[src/hw/contact_input_conditioner_params.svh]
// constants for the contact input conditioner
`ifndef CONTACT_INPUT_CONDITIONER_PARAMS_SVH
`define CONTACT_INPUT_CONDITIONER_PARAMS_SVH
`define CIC_NUM_INPUTS 48
`define CIC_INPUTS_PER_MODULE 16
`define CIC_GROUP_SIZE 8
`define CIC_NUM_GROUPS 6
`define CIC_CLK_HZ 50000000
`define CIC_MS_PER_S 1000
`define CIC_CYCLES_PER_MS (`CIC_CLK_HZ / `CIC_MS_PER_S)
`define CIC_DEB_MIN_MS 7'h01
`define CIC_DEB_MAX_MS 7'h64
`define CIC_DEB_RESET_MS 7'h01
`define CIC_LOG_EN_RESET 48'h0000_0000_FFFF
`define CIC_ADDR_CTRL 12'h000
`define CIC_ADDR_MODE_LO 12'h004
`define CIC_ADDR_MODE_HI 12'h008
`define CIC_ADDR_POL_LO 12'h00C
`define CIC_ADDR_POL_HI 12'h010
`define CIC_ADDR_LOG_LO 12'h014
`define CIC_ADDR_LOG_HI 12'h018
`define CIC_ADDR_LINK_LO 12'h01C
`define CIC_ADDR_LINK_HI 12'h020
`define CIC_ADDR_DEB_SEL 12'h024
`define CIC_ADDR_STATE_LO 12'h028
`define CIC_ADDR_STATE_HI 12'h02C
`define CIC_ADDR_STATUS 12'h030
`define CIC_ADDR_DEB_BASE 12'h040
`endif
[src/hw/cic_pkg.sv]
// types for the contact input conditioner
package cic_pkg;
    typedef enum logic [1:0] {
        TRIG_ARMED = 2'b01,
        TRIG_LOCKED = 2'b10
    } trig_state_t;
endpackage

[src/hw/cic_debounce.sv]
// one contact input: synchroniser, debounce timer and edge strobes
`timescale 1ns/1ns
`default_nettype none
`include "contact_input_conditioner_params.svh"
module cic_debounce (
    input wire logic pclk,
    input wire logic presetn,
    input wire logic raw_in,
    input wire logic ms_tick,
    input wire logic [6:0] deb_ms,
    output logic state,
    output logic rise,
    output logic fall
);
    logic sync1_reg;
    logic sync2_reg;
    logic state_next;
    logic [6:0] cnt_reg;
    logic [6:0] cnt_next;
    logic rise_next;
    logic fall_next;

    always_comb begin
        state_next = state;
        cnt_next = cnt_reg;
        rise_next = 1'b0;
        fall_next = 1'b0;
        if (sync2_reg == state) begin
            cnt_next = 7'h00;
        end else if (ms_tick) begin
            // accept on the tick after D whole ticks, so the input held at least D ms
            if (cnt_reg >= deb_ms) begin
                cnt_next = 7'h00;
                state_next = sync2_reg;
                rise_next = sync2_reg;
                fall_next = ~sync2_reg;
            end else begin
                cnt_next = cnt_reg + 7'h01;
            end
        end
    end

    always_ff @(posedge pclk or negedge presetn) begin
        if (!presetn) begin
            sync1_reg <= 1'b0;
            sync2_reg <= 1'b0;
            state <= 1'b0;
            cnt_reg <= 7'h00;
            rise <= 1'b0;
            fall <= 1'b0;
        end else begin
            sync1_reg <= raw_in;
            sync2_reg <= sync1_reg;
            state <= state_next;
            cnt_reg <= cnt_next;
            rise <= rise_next;
            fall <= fall_next;
        end
    end
endmodule // cic_debounce
`default_nettype wire

[src/hw/cic_ms_tick.sv]
// millisecond tick generator from the bus clock
`timescale 1ns/1ns
`default_nettype none
`include "contact_input_conditioner_params.svh"
module cic_ms_tick #(
    parameter int CYCLES_PER_MS = `CIC_CYCLES_PER_MS
) (
    input wire logic pclk,
    input wire logic presetn,
    output logic tick
);
    logic [31:0] cnt_reg;
    logic [31:0] cnt_next;
    logic tick_next;

    always_comb begin
        tick_next = 1'b0;
        cnt_next = cnt_reg + 32'h1;
        if (cnt_reg >= 32'(CYCLES_PER_MS - 1)) begin
            cnt_next = 32'h0;
            tick_next = 1'b1;
        end
    end

    always_ff @(posedge pclk or negedge presetn) begin
        if (!presetn) begin
            cnt_reg <= 32'h0;
            tick <= 1'b0;
        end else begin
            cnt_reg <= cnt_next;
            tick <= tick_next;
        end
    end
endmodule // cic_ms_tick
`default_nettype wire

[src/hw/contact_input_conditioner.sv]
// contact input conditioner: debounce, pulse detect, event log and fault trigger
//
// The implementer's own choices: the register addresses and the APB interface to the registers.
`timescale 1ns/1ns
`default_nettype none
`include "contact_input_conditioner_params.svh"
module contact_input_conditioner #(
    parameter int NUM_INPUTS = `CIC_NUM_INPUTS,
    parameter int CYCLES_PER_MS = `CIC_CYCLES_PER_MS
) (
    input wire logic pclk,
    input wire logic presetn,
    input wire logic psel,
    input wire logic penable,
    input wire logic pwrite,
    input wire logic [11:0] paddr,
    input wire logic [31:0] pwdata,
    output logic [31:0] prdata,
    output logic pready,
    output logic pslverr,
    input wire logic [NUM_INPUTS-1:0] contact_input,
    input wire logic analog_fault_trigger,
    output logic [NUM_INPUTS-1:0] pulse_strobe,
    output logic [NUM_INPUTS-1:0] event_sequence_log_strobe,
    output logic [NUM_INPUTS-1:0] event_sequence_log_state,
    output logic ext_trigger_event,
    output logic fault_record_start,
    output logic fault_log_write,
    output logic ext_trigger_static
);
    localparam int NUM_GROUPS = (NUM_INPUTS + `CIC_GROUP_SIZE - 1) / `CIC_GROUP_SIZE;

    logic ms_tick;
    logic [NUM_INPUTS-1:0] deb_state;
    logic [NUM_INPUTS-1:0] deb_rise;
    logic [NUM_INPUTS-1:0] deb_fall;

    // configuration registers
    logic recorder_en_reg;
    logic recorder_en_next;
    logic [NUM_INPUTS-1:0] mode_reg;
    logic [NUM_INPUTS-1:0] mode_next;
    logic [NUM_INPUTS-1:0] pol_reg;
    logic [NUM_INPUTS-1:0] pol_next;
    logic [NUM_INPUTS-1:0] log_en_reg;
    logic [NUM_INPUTS-1:0] log_en_next;
    logic [NUM_INPUTS-1:0] link_reg;
    logic [NUM_INPUTS-1:0] link_next;
    logic [6:0] deb_ms_reg [NUM_GROUPS];
    logic [6:0] deb_ms_next [NUM_GROUPS];
    logic [5:0] deb_sel_reg;
    logic [5:0] deb_sel_next;
    logic [31:0] prdata_next;

    // trigger state
    cic_pkg::trig_state_t trig_reg;
    cic_pkg::trig_state_t trig_next;
    logic ext_trig_next;
    logic rec_start_next;
    logic static_next;
    logic [NUM_INPUTS-1:0] pulse_next;
    logic [NUM_INPUTS-1:0] log_strobe_next;

    logic [63:0] mode_w;
    logic [63:0] pol_w;
    logic [63:0] log_w;
    logic [63:0] link_w;
    logic [63:0] state_w;
    logic wr;
    logic rd;
    logic [6:0] wr_ms;

    cic_ms_tick #(.CYCLES_PER_MS(CYCLES_PER_MS)) u_tick (
        .pclk(pclk),
        .presetn(presetn),
        .tick(ms_tick)
    );

    // one debouncer per input, numbered in module connection order
    genvar gi;
    generate
        for (gi = 0; gi < NUM_INPUTS; gi++) begin : g_in
            cic_debounce u_deb (
                .pclk(pclk),
                .presetn(presetn),
                .raw_in(contact_input[gi]),
                .ms_tick(ms_tick),
                .deb_ms(deb_ms_reg[gi / `CIC_GROUP_SIZE]),
                .state(deb_state[gi]),
                .rise(deb_rise[gi]),
                .fall(deb_fall[gi])
            );
        end
    endgenerate

    assign pready = 1'b1;
    assign wr = psel & penable & pwrite;
    assign rd = psel & ~penable & ~pwrite;
    assign mode_w = 64'(mode_reg);
    assign pol_w = 64'(pol_reg);
    assign log_w = 64'(log_en_reg);
    assign link_w = 64'(link_reg);
    assign state_w = 64'(deb_state);

    // clamp debounce writes into the legal range
    always_comb begin
        wr_ms = pwdata[6:0];
        if (wr_ms < `CIC_DEB_MIN_MS) begin
            wr_ms = `CIC_DEB_MIN_MS;
        end else if (wr_ms > `CIC_DEB_MAX_MS) begin
            wr_ms = `CIC_DEB_MAX_MS;
        end
    end

    // register writes
    always_comb begin
        recorder_en_next = recorder_en_reg;
        mode_next = mode_reg;
        pol_next = pol_reg;
        log_en_next = log_en_reg;
        link_next = link_reg;
        deb_sel_next = deb_sel_reg;
        for (int g = 0; g < NUM_GROUPS; g++) begin
            deb_ms_next[g] = deb_ms_reg[g];
        end
        if (wr) begin
            case (paddr)
                `CIC_ADDR_CTRL: recorder_en_next = pwdata[0];
                `CIC_ADDR_MODE_LO: mode_next = NUM_INPUTS'({mode_w[63:32], pwdata});
                `CIC_ADDR_MODE_HI: mode_next = NUM_INPUTS'({pwdata, mode_w[31:0]});
                `CIC_ADDR_POL_LO: pol_next = NUM_INPUTS'({pol_w[63:32], pwdata});
                `CIC_ADDR_POL_HI: pol_next = NUM_INPUTS'({pwdata, pol_w[31:0]});
                `CIC_ADDR_LOG_LO: log_en_next = NUM_INPUTS'({log_w[63:32], pwdata});
                `CIC_ADDR_LOG_HI: log_en_next = NUM_INPUTS'({pwdata, log_w[31:0]});
                `CIC_ADDR_LINK_LO: link_next = NUM_INPUTS'({link_w[63:32], pwdata});
                `CIC_ADDR_LINK_HI: link_next = NUM_INPUTS'({pwdata, link_w[31:0]});
                `CIC_ADDR_DEB_SEL: begin
                    // per-input debounce write lands on the whole group
                    deb_sel_next = pwdata[13:8];
                    if (32'(pwdata[13:8]) < NUM_INPUTS) begin
                        deb_ms_next[32'(pwdata[13:8]) / `CIC_GROUP_SIZE] = wr_ms;
                    end
                end
                default: begin
                    for (int g = 0; g < NUM_GROUPS; g++) begin
                        if (paddr == `CIC_ADDR_DEB_BASE + 12'(4 * g)) begin
                            deb_ms_next[g] = wr_ms;
                        end
                    end
                end
            endcase
        end
    end

    // register reads, latched in the setup cycle
    always_comb begin
        prdata_next = prdata;
        if (rd) begin
            prdata_next = 32'h0;
            case (paddr)
                `CIC_ADDR_CTRL: prdata_next = {31'h0, recorder_en_reg};
                `CIC_ADDR_MODE_LO: prdata_next = mode_w[31:0];
                `CIC_ADDR_MODE_HI: prdata_next = mode_w[63:32];
                `CIC_ADDR_POL_LO: prdata_next = pol_w[31:0];
                `CIC_ADDR_POL_HI: prdata_next = pol_w[63:32];
                `CIC_ADDR_LOG_LO: prdata_next = log_w[31:0];
                `CIC_ADDR_LOG_HI: prdata_next = log_w[63:32];
                `CIC_ADDR_LINK_LO: prdata_next = link_w[31:0];
                `CIC_ADDR_LINK_HI: prdata_next = link_w[63:32];
                `CIC_ADDR_DEB_SEL: prdata_next = {18'h0, deb_sel_reg, 1'b0,
                    deb_ms_reg[32'(deb_sel_reg) / `CIC_GROUP_SIZE % NUM_GROUPS]};
                `CIC_ADDR_STATE_LO: prdata_next = state_w[31:0];
                `CIC_ADDR_STATE_HI: prdata_next = state_w[63:32];
                `CIC_ADDR_STATUS: prdata_next = {30'h0, ext_trigger_static,
                    trig_reg == cic_pkg::TRIG_LOCKED};
                default: begin
                    for (int g = 0; g < NUM_GROUPS; g++) begin
                        if (paddr == `CIC_ADDR_DEB_BASE + 12'(4 * g)) begin
                            prdata_next = {25'h0, deb_ms_reg[g]};
                        end
                    end
                end
            endcase
        end
    end

    always_comb begin
        pslverr = 1'b1;
        case (paddr)
            `CIC_ADDR_CTRL, `CIC_ADDR_MODE_LO, `CIC_ADDR_MODE_HI, `CIC_ADDR_POL_LO,
            `CIC_ADDR_POL_HI, `CIC_ADDR_LOG_LO, `CIC_ADDR_LOG_HI, `CIC_ADDR_LINK_LO,
            `CIC_ADDR_LINK_HI, `CIC_ADDR_DEB_SEL, `CIC_ADDR_STATE_LO,
            `CIC_ADDR_STATE_HI, `CIC_ADDR_STATUS: pslverr = 1'b0;
            default: begin
                for (int g = 0; g < NUM_GROUPS; g++) begin
                    if (paddr == `CIC_ADDR_DEB_BASE + 12'(4 * g)) begin
                        pslverr = 1'b0;
                    end
                end
            end
        endcase
        pslverr = pslverr & psel & penable;
    end

    // pulse counting and event log strobes
    always_comb begin
        for (int i = 0; i < NUM_INPUTS; i++) begin
            if (mode_reg[i]) begin
                pulse_next[i] = deb_rise[i] | deb_fall[i];
            end else if (pol_reg[i]) begin
                pulse_next[i] = deb_fall[i];
            end else begin
                pulse_next[i] = deb_rise[i];
            end
            // both edges, independent of pulse settings
            log_strobe_next[i] = (deb_rise[i] | deb_fall[i])
                & (log_en_reg[i] | link_reg[i]);
        end
    end

    // external fault trigger with lockout until all linked inputs open
    always_comb begin
        trig_next = trig_reg;
        ext_trig_next = 1'b0;
        case (trig_reg)
            cic_pkg::TRIG_ARMED: begin
                if ((deb_rise & link_reg) != '0) begin
                    ext_trig_next = 1'b1;
                    trig_next = cic_pkg::TRIG_LOCKED;
                end
            end
            cic_pkg::TRIG_LOCKED: begin
                if ((deb_state & link_reg) == '0) begin
                    trig_next = cic_pkg::TRIG_ARMED;
                end
            end
            default: trig_next = cic_pkg::TRIG_ARMED;
        endcase
        rec_start_next = (ext_trig_next | analog_fault_trigger) & recorder_en_reg;
        static_next = trig_next == cic_pkg::TRIG_LOCKED;
    end

    always_ff @(posedge pclk or negedge presetn) begin
        if (!presetn) begin
            recorder_en_reg <= 1'b0;
            mode_reg <= '0;
            pol_reg <= '0;
            log_en_reg <= NUM_INPUTS'(`CIC_LOG_EN_RESET);
            link_reg <= '0;
            deb_sel_reg <= 6'h00;
            for (int g = 0; g < NUM_GROUPS; g++) begin
                deb_ms_reg[g] <= `CIC_DEB_RESET_MS;
            end
            prdata <= 32'h0;
            trig_reg <= cic_pkg::TRIG_ARMED;
            ext_trigger_event <= 1'b0;
            fault_record_start <= 1'b0;
            fault_log_write <= 1'b0;
            ext_trigger_static <= 1'b0;
            pulse_strobe <= '0;
            event_sequence_log_strobe <= '0;
            event_sequence_log_state <= '0;
        end else begin
            recorder_en_reg <= recorder_en_next;
            mode_reg <= mode_next;
            pol_reg <= pol_next;
            log_en_reg <= log_en_next;
            link_reg <= link_next;
            deb_sel_reg <= deb_sel_next;
            for (int g = 0; g < NUM_GROUPS; g++) begin
                deb_ms_reg[g] <= deb_ms_next[g];
            end
            prdata <= prdata_next;
            trig_reg <= trig_next;
            ext_trigger_event <= ext_trig_next;
            fault_record_start <= rec_start_next;
            fault_log_write <= ext_trig_next;
            ext_trigger_static <= static_next;
            pulse_strobe <= pulse_next;
            event_sequence_log_strobe <= log_strobe_next;
            event_sequence_log_state <= deb_state;
        end
    end
endmodule // contact_input_conditioner
`default_nettype wire

[config.mk]
export PLATFORM = sky130hd
export DESIGN_NAME = contact_input_conditioner
export DESIGN_NICKNAME = d
export VERILOG_FILES = /design/src/hw/cic_pkg.sv /design/src/hw/cic_debounce.sv /design/src/hw/cic_ms_tick.sv /design/src/hw/contact_input_conditioner.sv
export VERILOG_INCLUDE_DIRS = /design/src /design/src/hw
export SDC_FILE = /design/constraint.sdc
export NUM_CORES = 2
export LEC_CHECK = 0
export ABC_AREA = 1
export BUFFER_PORTS_ARGS = -buffer_cell sky130_fd_sc_hd__buf_2
export CAP_MARGIN = 30
export CORE_MARGIN = 5
export CORE_UTILIZATION = 45
export CTS_CLUSTER_DIAMETER = 120
export CTS_CLUSTER_SIZE = 10
export DETAILED_ROUTE_END_ITERATION = 7
export HOLD_SLACK_MARGIN = 0.06
export PLACE_DENSITY = 0.67
export SLEW_MARGIN = 20
export SYNTH_ARGS = -nofsm -noshare
export SYNTH_HDL_FRONTEND = slang
export SYNTH_HIERARCHICAL = 1
export SYNTH_SLANG_ARGS = --single-unit
[constraint.sdc]
create_clock -name pclk -period 2.7 [get_ports pclk]
set_clock_uncertainty 0.05 [all_clocks]
set_input_delay 0.405 -clock pclk [delete_from_list [all_inputs] [get_ports pclk]]
set_output_delay 0.405 -clock pclk [all_outputs]
set_load 0.05 [all_outputs]
-- Yosys cells after proc, flatten, opt, wreduce, memory -nomap -nowiden
Index checks and enable logic that the tools add are counted.
- $add $sub $neg: 49
- magnitude comparators: 55
- mux-type cells: 569
- eq/ne operators: 70
- div/mod/pow operators: 1
- bitwise operators: 263
- reduce and logical (&&, ||, !) cells: 124
- operator list (kind ; number):
    $mux 7 ; 156
    $pmux 32 s13 ; 1
    $mux 1 ; 394
    $pmux 48 s2 ; 4
    $add 7x1->7 const B ; 48
    $ge 7x7->1 ; 48
    $mux 32 ; 6
    $reduce_and 3->1 ; 56
    $reduce_bool 2->1 ; 54
    $not 1->1 ; 107
    $or 1x1->1 ; 97
    $and 48x48->48 ; 2
    $pmux 42 s2 ; 1
    $eq 12x7->1 const B ; 6
    $ge 33x4->1 const B ; 2
    $eq 12x6->1 const B ; 5
    $and 1x1->1 ; 55
    $eq 1x1->1 ; 48
    $eq 12x5->1 const B ; 4
    $logic_not 48->1 ; 1
    $reduce_bool 48->1 ; 1
    $bwmux 42 ; 1
    $mux 42 ; 1
    $lt 33x1->1 const B ; 1
    other kinds (23) ; 32
- input port bits: 98
- output and inout port bits: 182
- word-level logic and storage cells: 1445
- bits in registers: 1031

-- Depth between registers and ports, before layout
- word-level depth: 10
- gate-level depth with buffers: 13
- gate-level depth less buffers: 12

-- Modules after synthesis
The synthesis kept the hierarchy.
- modules (own cells, without submodules) (module ; area each (um2) ; cells an instance ; times used):
    cic_debounce ; 812.0 ; 101 ; 48
    contact_input_conditioner ; 19620.1 ; 2394 ; 1
    cic_ms_tick ; 1415.1 ; 148 ; 1

-- Worst setup path before layout
OpenSTA, ideal clock, no wires.
- kind: input to output
- from: input port paddr[2]
- to: output port pslverr
- buffers on the path: 1
- cell stages on the path: 10
- data required time: 2245 ps
- arrival: 2366 ps
- path slack: -121 ps
- path through: inv_1 -> nor2_1 -> nand2_1 -> nor2_2 -> buf_4 -> nand2_2 -> nand2_2 -> inv_1 -> nand4_1 -> nor3_1
- longest elaborated chain between the ends: 10
- ends and longest elaborated chain (what ; RTL line ; text):
    from (decl) ; contact_input_conditioner.sv:16 ; input wire logic [11:0] paddr,
    $eq 12x7->1 ; contact_input_conditioner.sv:196 ; if (paddr == `CIC_ADDR_DEB_BASE + 12'(4 * g)) begin
    $mux 1 (6 in a row) ; contact_input_conditioner.sv:196 ;
    $mux 1 * ; contact_input_conditioner.sv:189 ; case (paddr)
    $and 1x1->1 * (2 in a row) ; contact_input_conditioner.sv:202 ; pslverr = pslverr & psel & penable;
    to (decl) ; contact_input_conditioner.sv:20 ; output logic pslverr,
Every way passes the cells marked *; elsewhere a longest branch is shown, timed or not.

-- Worst setup path in the final report
- from: input port paddr[1]
- to: output port pslverr
The elaborated chain is that of the path after synthesis.

==> results.ini <==
[cts]
clkLatencyLatePin_ps = 740
cts_root_buf = clkbuf_16
clkTransAtPathRegs_ps = 60
cts_setup_buffers = 0
cts_tree = yes
clock_path_buffers = 3
htree_levels = 3
cts_sinks = 1031
cts_inserted_buffers = 113

[sta]
finalHoldViolCount = 0
timing.hold.ws_ps = 161
max_freq_mhz = 396
fin_crit_sh = 0.934
min_period_ps = 2520
rsz0062_at_grt = no
tightestPinTransition_ps = 1050
maxSlewViolCount = 0
finalSetupTns_ps = 0
setup_viol_count_final = 0
relSlewSlack = 0.297

[drt]
drc = 0
wirelength_um = 179000
first_pass_iters = 6
vias_per_cell = 5.17
vias = 50600
drt-initial-drc-count = 4103
antenna_left = 0
routedWlPerCell_um = 18.3

[critical_path]
setup.worst_path.end = pslverr
rrSetupSlack_ps = 510
r2r_cells = 10
critPathRequiredTime_ps = 2250
slowest_stage = nor2_4
crit_fanout = 8
worstReg2RegStart = deb_ms_reg[30]$_DFFE_PN0P_
r2r_end = g_in[9].u_deb/fall$_DFF_PN0_
crit_arrival_ps = 2070
start_kind = input port
crit_type = in -> out
cp_cell_sequence = buf_2 > nor2_4 > nand2_2 > nor2_4 > nand2_1 > nand2_2 > inv_1 > nand4_1 > nor3_2 > buf_4 > clkbuf_4
endpoint_kind = output port
crit_path_start = paddr[1]
slowest_delay_ps = 260

[placed_design]
place.port_buffers = 278
dpl_cell_area_um2 = 64700
hpwl_um = 133000
place.gp.congestion = 0.967

[logic_synthesis]
ys.warnings.count = 6
synth_top_flop_cell = dfrtp_1
post-synth-top-area-cell = dfrtp_1
synth_top_cell_area_share = 0.420
synth.ff_latch_count = 1031
synthDistinctLibCells = 49
async_flop_share = 1.00
ys_seq_area_frac = 0.430
syn-cell-area_um2 = 60000
synth.area.top_cells = dfrtp_1 42%, nand2_1 12%, ha_1 8.1%
netlist_instances = 7390
synth-edff-count = 0
avgSynthCellArea_um2 = 8.12

[run]
drv_cap = 0

[global_route]
gr-usage-all-layers = 0.251
grt_pass1_wl_um = 278000
first_global_vias = 49000
overflow = 0
grt_max_degree = 108
antenna_found_initial = 12

[pwr]
switching_power_mw = 12.2
power.share.sequential = 0.463
combPwrFrac = 0.161
internal_power_mw = 25.9
finalPower_mw = 38.0
p_per_area_nw_per_um2 = 553
total_leakage_power_nw = 33.5
clock_power_share = 0.377
vdd_drop_max_v = 0.000555
swShare = 0.319

[floorplanning]
coreArea_um2 = 133000
die_area_um2 = 141000
start_util = 0.451
pin_count = 280
die_h_um = 375
die_x_um = 375
placementRows = 134

[finish]
nFillCells = 12300
syn_to_final_growth_pct = 14.7
largest_register_ffs = 336
nNetsFinal = 8426
drive_above_1_share = 0.119
final_area_um2 = 68800

[worst_hold_path]
min_path_type = in -> async

[outcome]
outcome = completed

[routing by layer]
metal / vias to the layer above / routed length, um / GRT usage
met4: 8 / 8830 / 0.112
met5: - / 48 / 0
met1: 24200 / 77600 / 0.342
met3: 405 / 13300 / 0.0439
li1: 24300 / - / -
met2: 1702 / 79500 / 0.392
[Yosys cell counts, types with 50 or more instances]
cell type,instances
ha_1,387
dfrtp_1,1008
nand4_1,132
nand2_4,100
o21ai_1,50
nor2_1,820
o21bai_1,291
inv_1,1248
nand3_1,324
inv_2,57
a21oi_1,154
xnor2_1,50
xor2_1,102
o21ai_0,255
nand2_1,1924
[layout by cell type, fill, tap and decap left out, types with 8 or more instances in the layout]
cell type	Yosys	final
dfstp_2	23	23
nand3_2	9	11
buf_4	7	121
o21ai_1	50	50
nand4_1	132	132
ha_1	387	387
dlygate4sd3_1	0	82
inv_1	1248	1247
o22ai_1	49	49
xor2_1	102	102
nor2_1	820	819
a21oi_1	154	154
o21ai_0	255	255
o22a_1	19	19
o21ai_2	12	12
mux2i_1	22	22
buf_2	34	276
o21bai_1	291	291
o221ai_1	8	8
a21oi_4	48	48
nand2_1	1924	1924
xnor2_1	50	50
nor2_4	6	10
conb_1	2	17
nor3_1	48	46
clkbuf_16	0	115
nand2_2	15	15
dfrtp_1	1008	1007
buf_12	1	26
clkbuf_1	39	66
nor2_2	22	19
nor2_8	49	49
nand2_4	100	100
inv_2	57	58
nand3_4	49	49
nand3_1	324	322
[critical path: cells and delay by family]
family	cells	cell delay (ps)
AND/OR/NAND/NOR	7	1070
buffers and inverters	4	590
[how the worst min path moves through the flow]
stage | depth (start not counted) | to
2_1_floorplan | 0 | deb_ms_reg[10]$_DFFE_PN0P_
3_3_place_gp | 0 | g_in[19].u_deb/sync2_reg$_DFF_PN0_
3_5_place_dp | 0 | g_in[39].u_deb/sync2_reg$_DFF_PN0_
4_1_cts | 2 | pol_reg[42]$_DFFE_PN0P_
5_1_grt | 2 | g_in[5].u_deb/sync1_reg$_DFF_PN0_
6_report | 2 | log_en_reg[42]$_DFFE_PN0P_
[metrics by stage]
step                      instances  worst slack [ps]   util
after floorplan                7405               295      -
after global placement         9512              22.9  0.487
after detailed placement       9512             -45.4  0.487
after CTS                      9782              57.0  0.517
after global routing           9783              68.7  0.518
final                          9787               177  0.518
[what timing repair did]
action                                  in CTS  in global routing
endpoints found under the hold margin      692                  0
hold buffers                                82                  0
endpoints found under the setup margin       0                  1
resized for setup                            0                  4
[kinds of logic after synthesis]
family / count (synthesis) / share of synthesized area
buf+inv: 1392 / 0.0890
compound gates: 896 / 0.0998
flops: 1031 / 0.430
other cells: 2 / 0.000125
mux: 22 / 0.00367
simple gates: 3508 / 0.274
xor+xnor: 152 / 0.0222
fa+ha+maj: 387 / 0.0807
[power groups by stage]
stage | clock network (mW) | registers (mW) | logic, mW
2_1_floorplan | 0 | 19.0 | 2.48
3_3_place_gp | 0 | 17.8 | 5.92
3_5_place_dp | 0 | 17.8 | 6.00
4_1_cts | 14.7 | 17.6 | 6.13
5_1_grt | 15.3 | 17.7 | 6.53
6_report | 14.3 | 17.6 | 6.11
[area by class of cell]
cell class,count,area [um^2],share of cell area
Antenna cell,5,12.5,0.000182
Clock buffer,182,3140,0.0456
Clock inverter,6,131,0.00191
Inverter,1306,4900,0.0712
Multi-Input combinational cell,4982,28900,0.421
Sequential cell,1031,25800,0.375
Tap cell,1768,2210,0.0321
Timing Repair Buffer,507,3650,0.0531
Power figures use the tool's default switching activity.
